**src/rtl/bsx_cfg.svh**
```systemverilog
// bsx_cfg.svh: opcode patterns, field positions and widths for the decoder
// assumes it is included by its bare name from the package and the modules
`ifndef BSX_CFG_SVH
`define BSX_CFG_SVH

// instruction word and field layout
`define BSX_IW_W        14
`define BSX_FADDR_LSB   0
`define BSX_FADDR_W     7
`define BSX_BIDX_LSB    7
`define BSX_BIDX_W      3
`define BSX_DEST_BIT    7
`define BSX_PC_W        13
`define BSX_LIT_W       11
// opcode prefixes
`define BSX_OP_BITCLR   4'h4
`define BSX_OP_BITSET   4'h5
`define BSX_OP_BTSC     4'h6
`define BSX_OP_DECSZ    6'h0B
`define BSX_OP_BRANCH   3'h5
// latch bits that feed the upper counter bits
`define BSX_LATCH_HI    4
`define BSX_LATCH_LO    3
// reset values
`define BSX_RST_PC      13'h0000
`define BSX_RST_BYTE    8'h00

`endif

```
**src/rtl/bsx_pkg.sv**
```systemverilog
// bsx_pkg.sv: types shared by the bit/skip/branch execute logic
// assumes bsx_cfg.svh is on the include path
`include "bsx_cfg.svh"

package bsx_pkg;

	typedef enum logic [2:0]
	{
		BSX_NONE,
		BSX_BIT_CLEAR,
		BSX_BIT_SET,
		BSX_BIT_TEST_SKIP,
		BSX_DEC_SKIP,
		BSX_BRANCH
	} bsx_op_type;

	// decoded fields of one instruction word
	typedef struct packed
	{
		bsx_op_type          op;
		logic [6:0]          faddr;
		logic [2:0]          bidx;
		logic                dest_f;
		logic [10:0]         lit;
	} bsx_dec_type;

	// file register access toward the data space
	typedef struct packed
	{
		logic                we;
		logic [6:0]          addr;
		logic [7:0]          wdata;
	} bsx_fwr_type;

endpackage

```
**src/rtl/bsx_decode.sv**
```systemverilog
// bsx_decode.sv: combinational split of a 14-bit word into op and fields
// assumes the word comes from the core fetch stage on the same clock
`timescale 1ns/10ps
`include "bsx_cfg.svh"

module bsx_decode
(
	input  wire logic [13:0]         instr,
	output bsx_pkg::bsx_dec_type     dec
);
	import bsx_pkg::*;

	// opcode from top bits, operand fields from the rest
	always_comb
	begin
		dec        = '0;
		dec.faddr  = instr[`BSX_FADDR_LSB +: `BSX_FADDR_W];       // RULE9
		dec.bidx   = instr[`BSX_BIDX_LSB +: `BSX_BIDX_W];         // RULE9
		dec.dest_f = instr[`BSX_DEST_BIT];
		dec.lit    = instr[`BSX_LIT_W-1:0];
		if (instr[13:10] == `BSX_OP_BITCLR)
			dec.op = BSX_BIT_CLEAR;                         // RULE9
		else if (instr[13:10] == `BSX_OP_BITSET)
			dec.op = BSX_BIT_SET;                           // RULE9
		else if (instr[13:10] == `BSX_OP_BTSC)
			dec.op = BSX_BIT_TEST_SKIP;                     // RULE9
		else if (instr[13:8] == `BSX_OP_DECSZ)
			dec.op = BSX_DEC_SKIP;                          // RULE9
		else if (instr[13:11] == `BSX_OP_BRANCH)
			dec.op = BSX_BRANCH;                            // RULE9
		else
			dec.op = BSX_NONE;
	end

endmodule

```
**src/rtl/bsx_exec.sv**
```systemverilog
// bsx_exec.sv: execute stage for bit clear/set, bit test skip,
// decrement skip and unconditional branch
// assumes the fetch stage presents a word with instr_valid each cycle,
// a file read port answers in the same cycle (combinational rdata),
// and the core owns the counter unless pc_load is high;
// the fetch stage must drop its prefetched word while flush is high,
// and the core applies f_wr, w_we and pc_load one cycle after the word
`timescale 1ns/10ps
`include "bsx_cfg.svh"

// Contract
// RULE1 - bit clear op forces bit b of register f low, one cycle, no flags
// RULE2 - bit set op forces bit b of register f high, one cycle, no flags
// RULE3 - bit test op skips next instruction when bit b of f is zero
// RULE4 - a taken skip drops the prefetched word, runs a nop, two cycles
// RULE5 - decrement op writes f minus one, skips on zero, no flags
// RULE6 - destination bit zero writes working register, one writes f
// RULE7 - zero decrement result drops next word, nop, two cycles total
// RULE8 - branch loads 11-bit literal low, latch bits 4:3 high, two cycles
// RULE9 - decode from top opcode bits, fields taken directly from the word
module bsx_exec
(
	// clock and reset
	input  wire logic                sys_clk,
	input  wire logic                arst_n,
	// fetch side
	input  wire logic [13:0]         instr,
	input  wire logic                instr_valid,
	input  wire logic [7:0]          counter_high_latch,
	// file space
	output logic [6:0]               f_raddr,
	input  wire logic [7:0]          f_rdata,
	output bsx_pkg::bsx_fwr_type     f_wr,
	// working register and counter
	output logic                     w_we,
	output logic [7:0]               w_wdata,
	output logic                     pc_load,
	output logic [12:0]              pc_target,
	// fetch control and status
	output logic                     flush,
	output logic                     busy,
	output logic                     flags_we,
	output bsx_pkg::bsx_op_type      op_done
);
	import bsx_pkg::*;

	typedef enum logic [1:0]
	{
		ST_EXEC,
		ST_NOP
	} bsx_state_type;

	bsx_dec_type    dec;
	bsx_state_type  state_q;
	bsx_state_type  state_d;
	logic [7:0]     bit_mask;
	logic [7:0]     dec_res;
	logic           active;
	logic           skip_take;
	logic           br_take;
	bsx_fwr_type    f_wr_d;
	logic           w_we_d;
	logic [12:0]    br_dest;

	// one-hot mask for the selected bit
	function automatic logic [7:0] bit_sel(input logic [2:0] idx);
		bit_sel = 8'h01 << idx;
	endfunction

	bsx_decode u_decode
	(
		.instr (instr),
		.dec   (dec)
	);

	// a word is executed only in the normal state
	assign active   = instr_valid && (state_q == ST_EXEC);

	// operand address and bit select straight from the word
	assign bit_mask = bit_sel(dec.bidx);
	assign f_raddr  = dec.faddr;

	// decrement wraps from zero to all ones
	assign dec_res  = 8'(f_rdata - 8'h01);                  // RULE5

	// decrement routed to the working register when d is zero
	assign w_we_d   = active && dec.op == BSX_DEC_SKIP
		&& !dec.dest_f;                                 // RULE6

	// branch target: latch bits on top of the literal
	assign br_dest  = {counter_high_latch[`BSX_LATCH_HI:`BSX_LATCH_LO],
		dec.lit};                                       // RULE8

	// skip decisions from the operand just read
	always_comb
	begin
		skip_take = 1'b0;
		br_take   = 1'b0;
		if (active)
		begin
			case (dec.op)
				BSX_BIT_TEST_SKIP:
					skip_take = (f_rdata & bit_mask) == 8'h00;  // RULE3
				BSX_DEC_SKIP:
					skip_take = dec_res == 8'h00;           // RULE5 RULE7
				BSX_BRANCH:
					br_take = 1'b1;                         // RULE8
				default:
					skip_take = 1'b0;
			endcase
		end
	end

	// second cycle runs a nop in place of the discarded word
	always_comb
	begin
		case (state_q)
			ST_EXEC:
				state_d = (skip_take || br_take) ? ST_NOP : ST_EXEC;  // RULE4
			ST_NOP:
				state_d = ST_EXEC;                              // RULE4 RULE7
			default:
				state_d = ST_EXEC;
		endcase
	end

	// control state
	always_ff @(posedge sys_clk or negedge arst_n)
	begin
		if (!arst_n)
			state_q <= ST_EXEC;
		else
			state_q <= state_d;
	end

	// prefetched word is thrown away while flush is high
	assign flush    = skip_take || br_take;                 // RULE4 RULE7
	assign busy     = state_q == ST_NOP;

	// none of these operations touches the status flags
	assign flags_we = 1'b0;                          // RULE1 RULE2 RULE3 RULE5

	// next file write: clear, set or decrement back into f
	always_comb
	begin
		f_wr_d      = '0;
		f_wr_d.addr = dec.faddr;
		if (active)
		begin
			case (dec.op)
				BSX_BIT_CLEAR:
				begin
					f_wr_d.we    = 1'b1;
					f_wr_d.wdata = f_rdata & ~bit_mask; // RULE1
				end
				BSX_BIT_SET:
				begin
					f_wr_d.we    = 1'b1;
					f_wr_d.wdata = f_rdata | bit_mask;  // RULE2
				end
				BSX_DEC_SKIP:
				begin
					f_wr_d.we    = dec.dest_f;          // RULE6
					f_wr_d.wdata = dec_res;             // RULE5
				end
				default:
					f_wr_d.we    = 1'b0;
			endcase
		end
	end

	// file register write-back, one-cycle write pulse
	always_ff @(posedge sys_clk or negedge arst_n)
	begin
		if (!arst_n)
			f_wr <= '0;
		else
			f_wr <= f_wr_d;
	end

	// working register write-back
	always_ff @(posedge sys_clk or negedge arst_n)
	begin
		if (!arst_n)
		begin
			w_we    <= 1'b0;
			w_wdata <= `BSX_RST_BYTE;
		end
		else
		begin
			w_we    <= w_we_d;                              // RULE6
			if (w_we_d)
				w_wdata <= dec_res;                         // RULE5
		end
	end

	// branch target toward the program counter
	always_ff @(posedge sys_clk or negedge arst_n)
	begin
		if (!arst_n)
		begin
			pc_load   <= 1'b0;
			pc_target <= `BSX_RST_PC;
		end
		else
		begin
			pc_load <= br_take;                             // RULE8
			if (br_take)
				pc_target <= br_dest;                       // RULE8
		end
	end

	// completed operation report
	always_ff @(posedge sys_clk or negedge arst_n)
	begin
		if (!arst_n)
			op_done <= BSX_NONE;
		else if (active)
			op_done <= dec.op;
		else
			op_done <= BSX_NONE;                            // RULE4
	end

endmodule

```
**config.mk**
```make
export PLATFORM = sky130hd
export DESIGN_NAME = bsx_exec
export DESIGN_NICKNAME = d
export VERILOG_FILES = /design/src/rtl/bsx_pkg.sv /design/src/rtl/bsx_decode.sv /design/src/rtl/bsx_exec.sv
export VERILOG_INCLUDE_DIRS = /design/src /design/src/rtl
export SDC_FILE = /design/constraint.sdc
export NUM_CORES = 1
export LEC_CHECK = 0
export BUFFER_PORTS_ARGS = -buffer_cell sky130_fd_sc_hd__buf_2
export CAP_MARGIN = 5
export CORE_AREA = 3 3 71 73
export DETAILED_ROUTE_END_ITERATION = 8
export DIE_AREA = 0 0 74 76
export MAX_ROUTING_LAYER = met4
export PLACE_DENSITY = 0.87
export SYNTH_ARGS = -nofsm -noshare
export SYNTH_HDL_FRONTEND = slang
export SYNTH_SLANG_ARGS = --single-unit
```
**constraint.sdc**
```tcl
create_clock -name sys_clk -period 1.8 [get_ports sys_clk]
set_input_delay 0.09 -clock sys_clk [delete_from_list [all_inputs] [get_ports sys_clk]]
set_output_delay 0.09 -clock sys_clk [all_outputs]
set_load 0.005 [all_outputs]
```
# Word-level counts from Yosys, hierarchy flattened
# Index checks and enable logic that the tools add are counted.
[classes]
addsub = 1
eq_ne = 11
shifts = 1
muxes = 16
n_bitwise = 4
reduce_logical = 9
[ops]
columns = ["op", "count"]
rows = [
  ["8-bit case mux with 3 select lines", 1],
  ["3-bit 2-to-1 mux", 6],
  ["8-bit AND", 2],
  ["8-bit logical NOT", 2],
  ["4-bit by 3-bit == test with 1-bit output, second input constant", 3],
  ["3-bit == test, second input constant", 3],
  ["8-bit 2-to-1 mux", 1],
  ["8-bit NOT", 1],
  ["8-bit bitwise OR", 1],
  ["1-bit by 3-bit left shift with 8-bit output, first input constant", 1],
  ["8-bit by 1-bit subtractor with 8-bit output, second input constant", 1],
  ["3-bit by 2-bit == test with 1-bit output, second input constant", 2],
  ["6-bit by 4-bit == test with 1-bit output, second input constant", 1],
  ["1-bit 2-to-1 mux", 6],
  ["1-bit case mux with 2 select lines", 2],
  ["3-bit by 1-bit == test with 1-bit output, second input constant", 1],
  ["1-bit logical AND", 3],
  ["2-bit by 1-bit == test with 1-bit output, second input constant", 1],
  ["2-bit logical NOT", 1],
  ["2-bit OR reduction", 1],
  ["1-bit logical NOT", 1],
  ["1-bit logical OR", 1],
]
[word_totals]
reg_bits = 44
output_inout_bits = 52
wordCells = 51

# Logic depth before layout (Yosys ltp)
[depth]
ltp_word = 12
depth_mapped = 6

# By module
# From an unflattened synthesis, not the netlist that was laid out.
[unflattened]
hier_cells = 213
area_unflattened_um2 = 2265.9
[modules_own_cells]
columns = ["mod", "n_inst", "cells_each", "area_per_inst_um2", "seq_area_each_um2"]
rows = [
  ["bsx_exec", 1, 182, 2049.5, 1076.0],
  ["bsx_decode", 1, 31, 216.5, 0.0],
]

# Least setup slack after synthesis
# OpenSTA, ideal clock, no wires.
[synth_path]
path_kind = "register -> register"
startpoint = "register state_q[0]"
endpoint = "register pc_target[11]"
setup_ns = 0.125
arrival_ns = 1.531
setup_slack_ns = 0.144
stages_incl_launch_ff = 5
path_buffers = 1
period_less_slack_ns = 1.656
cell_sequence = "dfrtp_1 nand2b_1 nor2_1 buf_2 mux2_2"
[synth_via]
elab_chain_cells = 3
[synth_lines]
columns = ["item", "line_no", "rtl"]
rows = [
  ["from (decl)", "bsx_exec.sv:54", "bsx_state_type state_q;"],
  ["from (signal assigned)", "bsx_exec.sv:133", "state_q <= state_d;"],
  ["2-bit logical NOT", "bsx_exec.sv:77", "assign active = instr_valid && (state_q == ST_EXEC);"],
  ["1-bit logical AND", "bsx_exec.sv:77", ""],
  ["1-bit 2-to-1 mux", "bsx_exec.sv:99", "if (active)"],
  ["named net br_take", "bsx_exec.sv:60", "logic br_take;"],
  ["to (signal assigned)", "bsx_exec.sv:203", "pc_target <= `BSX_RST_PC;"],
  ["to (signal assigned)", "bsx_exec.sv:209", "pc_target <= br_dest;"],
  ["to (decl)", "bsx_exec.sv:38", "output logic [12:0] pc_target,"],
]
# The timed path passes the listed nets, and every way through them passes these cells.
# A chain may end at the register's enable or synchronous reset.

# Worst setup path in the final report
[layout_path]
startpoint = "register state_q[0]"
endpoint = "output flush"
[layout_via]
elab_chain_cells = 4
elab_cells_between_ends = 5
classes_between = "mux: 2; reduce/logical: 3"
[layout_lines]
columns = ["item", "line_no", "rtl"]
rows = [
  ["2-bit logical NOT *", "bsx_exec.sv:77", ""],
  ["1-bit logical AND *", "bsx_exec.sv:77", ""],
  ["1-bit 2-to-1 mux", "bsx_exec.sv:99", ""],
  ["1-bit logical OR *", "bsx_exec.sv:137", "assign flush = skip_take || br_take;"],
  ["to (decl)", "bsx_exec.sv:40", "output logic flush,"],
]
# Mark *: on every way between the ends. The rest lies on a longest branch, timed or not.

==> impl_metrics.tcl <==
set metrics [dict create \
    run_status "complete, no violations" \
    worst-setup-path-type "flop to primary output" \
    antenna_found_initial 0 \
    floorplan.initialDensity 0.4819 \
    synth_area_leaders "sky130_fd_sc_hd__dfrtp_1 (51%), sky130_fd_sc_hd__mux2_2 (9.0%), sky130_fd_sc_hd__mux2i_1 (3.3%)" \
    area_growth_pct 29.41 \
    met3_routed_wl_um 357 \
    synth-edff-count 0 \
    fillerInstances 360 \
    report.final.setup_viol 0 \
    cap_viol_max_count 0 \
    drt.antenna.violating_nets 0 \
    design.die.area_um2 5624 \
    unrepaired_setup_endpoints_after_global_routing "no" \
    leakage_uw 0.001363 \
    postSynthNetCount 222 \
    route.final.wire_length_um 4993 \
    core_area_um2 4414 \
    post-synth-top-area-cell "sky130_fd_sc_hd__dfrtp_1" \
    crit_path_start_kind "flop" \
    r2r-start "state_q[0]" \
    finalWorstPathRequiredPeriod_ps 1730 \
    globalRouteOverflowTotal 0 \
    placed_cells_incl_taps 306 \
    synth_area_per_cell_um2 11.37 \
    p_switching_uw 554.8 \
    synth_warnings 0 \
    yosys_register_bits 43 \
    synth-main-ff-cell "sky130_fd_sc_hd__dfrtp_1" \
    grt_max_degree 22 \
    comb_power_share 0.200 \
    routed_via_density 5.313 \
    cells_after_synth 187 \
    final_layout_size_suffix_gt1_frac 0.4649 \
    clock_insertion_delay_worst_skew_ps 290 \
    netlist_area_um2 2127 \
    launch_point_of_the_critical_path "state_q[0]" \
    cp_data_arrival_time_ps 1640 \
    worst_hold_path_type "input port to flop" \
    hold_viol_final 0 \
    endpoint_kind "primary output" \
    min_period_over_period 0.9611 \
    grt_pass1_wl_um 8142 \
    worst_r2r_path_depth 5 \
    power.share.clock 0.295 \
    fin_tns_setup_ps 0 \
    route.layer.met1.wl_um 2001 \
    drt_pre_antenna_iters 4 \
    netSwitchingFraction 0.2514 \
    die_w_um 74 \
    worst_r2r_endpoint "w_wdata[7]" \
    route.detailed.wl_per_inst_um 15.46 \
    slew_violations 0 \
    drt_iter0_drc 102 \
    clock_tree.buffer_depth 2 \
    met2RoutedLength_um 2573 \
    power_per_cell_area_nw_per_um2 801.6 \
    port_buffers 77 \
    crit_path_end "flush" \
    yosys.cell_count.top_type "sky130_fd_sc_hd__dfrtp_1" \
    setup.reg_to_reg.worst_slack_ps 230 \
    htree_levels 2 \
    top_signal_layer_used "met4" \
    total_cts_buffers 5 \
    ys_types 52 \
    power.ir.vdd_worst_mv 0.3777 \
    fin_hold_ws_ps 32.47 \
    numClockSinks 43 \
    dp_hpwl_um 3572 \
    clock-skew-final_ps 4.283 \
    cts_tree "done" \
    worstPathMaxFanout 9 \
    cell_internal_pwr_uw 1652 \
    root_buffer "sky130_fd_sc_hd__clkbuf_8" \
    remaining_drc_errors 0 \
    layout.nets 305 \
    cts.clk_slew.worst_paths_ps 70 \
    dr_total_vias 1716 \
    ys_async_sr_fraction 1.000 \
    floorplan.die.height_um 76 \
    io_pins 85 \
    fmax_mhz 578.0 \
    fin_cells 323 \
    grt_use_total 0.1894 \
    rows 24 \
    cp.required_ps 1710 \
    ys_top_cells_by_count "sky130_fd_sc_hd__dfrtp_1 (43), sky130_fd_sc_hd__nor2_1 (18), sky130_fd_sc_hd__mux2_2 (17)" \
    antennaDiodeCount 0 \
    number_of_global_route_vias_before_repair 1682 \
    yosysSeqAreaShare 0.5059 \
    gp_congestion 0.8836 \
    seq_power_share 0.505 \
    synth_largest_type_area_fraction 0.5059 \
]
cells by family (layout without fill, tap and decap cells):
kind of cell | count (synthesis) | count (layout) | synth area share
other | 1 | 1 | 0.001763
buffers and inverters | 26 | 110 | 0.07058
AO/OA/AOI/OAI | 32 | 32 | 0.1024
AND/OR/NAND/NOR | 54 | 54 | 0.1577
XOR/XNOR | 4 | 4 | 0.01647
multiplexers | 25 | 25 | 0.1335
adder cells (fa/ha/maj) | 2 | 2 | 0.01176
flip-flops | 43 | 43 | 0.5059
cell type report:
class	count	area, µm²	area share
clock buffers	8	100.1	0.03636
inverters	6	22.52	0.008182
repair buffers	96	548.0	0.1991
flip-flops and latches	43	1076	0.3909
well taps	52	65.06	0.02364
multi-input cells	118	940.9	0.3418
per-stage QoR:
| step | cell area [µm²] | setup WS (ps) | util | total power [µW] |
|---|---|---|---|---|
| floorplan | 2127 | 144.3 | - | 1348 |
| global placement | 2525 | 137.4 | 0.5720 | 1541 |
| detailed placement | 2525 | 93.51 | 0.5720 | 1557 |
| CTS | 2718 | 65.34 | 0.6156 | 2233 |
| global route | 2753 | 5.770 | 0.6236 | 2326 |
| finish | 2753 | 70.00 | 0.6236 | 2206 |
power by group through the flow:
stage,Combinational [µW],Sequential (µW),Clock [µW]
after floorplan,201,1150,0
after global placement,412,1130,0
after detailed placement,422,1130,0
after CTS,440,1120,677
after global routing,490,1130,706
final,441,1120,650
worst min path at each step:
stage	from	to	slack, ps	cells after the start
after floorplan	arst_n	f_wr[0]	-210	0
after global placement	arst_n	w_wdata[1]	60	1
after detailed placement	arst_n	w_wdata[0]	70	1
after CTS	counter_high_latch[3]	pc_target[11]	20	2
after global routing	counter_high_latch[3]	pc_target[11]	30	2
final	counter_high_latch[3]	pc_target[11]	30	2
flip-flops by register name, indices dropped and copies added (netlist names):
register,count
f_wr,16
pc_target,13
w_wdata,8
op_done,3
pc_load,1
state_q,1
w_we,1
cell usage in the layout, fill, tap and decap left out, types with 2 or more instances in the layout:
cell type                       count
sky130_fd_sc_hd__a21oi_1            7
sky130_fd_sc_hd__a22oi_1            2
sky130_fd_sc_hd__a31oi_1            2
sky130_fd_sc_hd__buf_2             77
sky130_fd_sc_hd__buf_4             11
sky130_fd_sc_hd__clkbuf_8           7
sky130_fd_sc_hd__dfrtp_1           43
sky130_fd_sc_hd__dlygate4sd3_1      8
sky130_fd_sc_hd__ha_1               2
sky130_fd_sc_hd__inv_1              6
sky130_fd_sc_hd__mux2_2            17
sky130_fd_sc_hd__mux2i_1            7
sky130_fd_sc_hd__nand2_1            3
sky130_fd_sc_hd__nand3b_1           4
sky130_fd_sc_hd__nor2_1            18
sky130_fd_sc_hd__nor3_1             4
sky130_fd_sc_hd__nor3b_1            4
sky130_fd_sc_hd__o211ai_1           3
sky130_fd_sc_hd__o21a_1             2
sky130_fd_sc_hd__o21ai_0            4
sky130_fd_sc_hd__o22a_1             3
sky130_fd_sc_hd__xnor2_1            3
routing by layer:
metal,vias to the layer above,track usage
li1,822,-
met1,816,0.2326
met2,74,0.2979
met3,4,0.04749
met4,0,0.07065
met5,-,-
worst max-delay path, stage by stage (launching register included):
cell	delay, ps
sky130_fd_sc_hd__dfrtp_1	390
sky130_fd_sc_hd__nand2b_4	200
sky130_fd_sc_hd__nor3_2	220
sky130_fd_sc_hd__nand4_1	170
sky130_fd_sc_hd__o211ai_1	220
sky130_fd_sc_hd__buf_2	150
timing repair:
item / CTS / global route
pin swaps: 0 / 1
hold buffers: 8 / 0
gates resized for setup: 3 / 5
endpoints found under the hold margin: 26 / 0
buffers inserted: 0 / 1
setup endpoints to repair: 1 / 1
(Power assumes the default switching activity.)
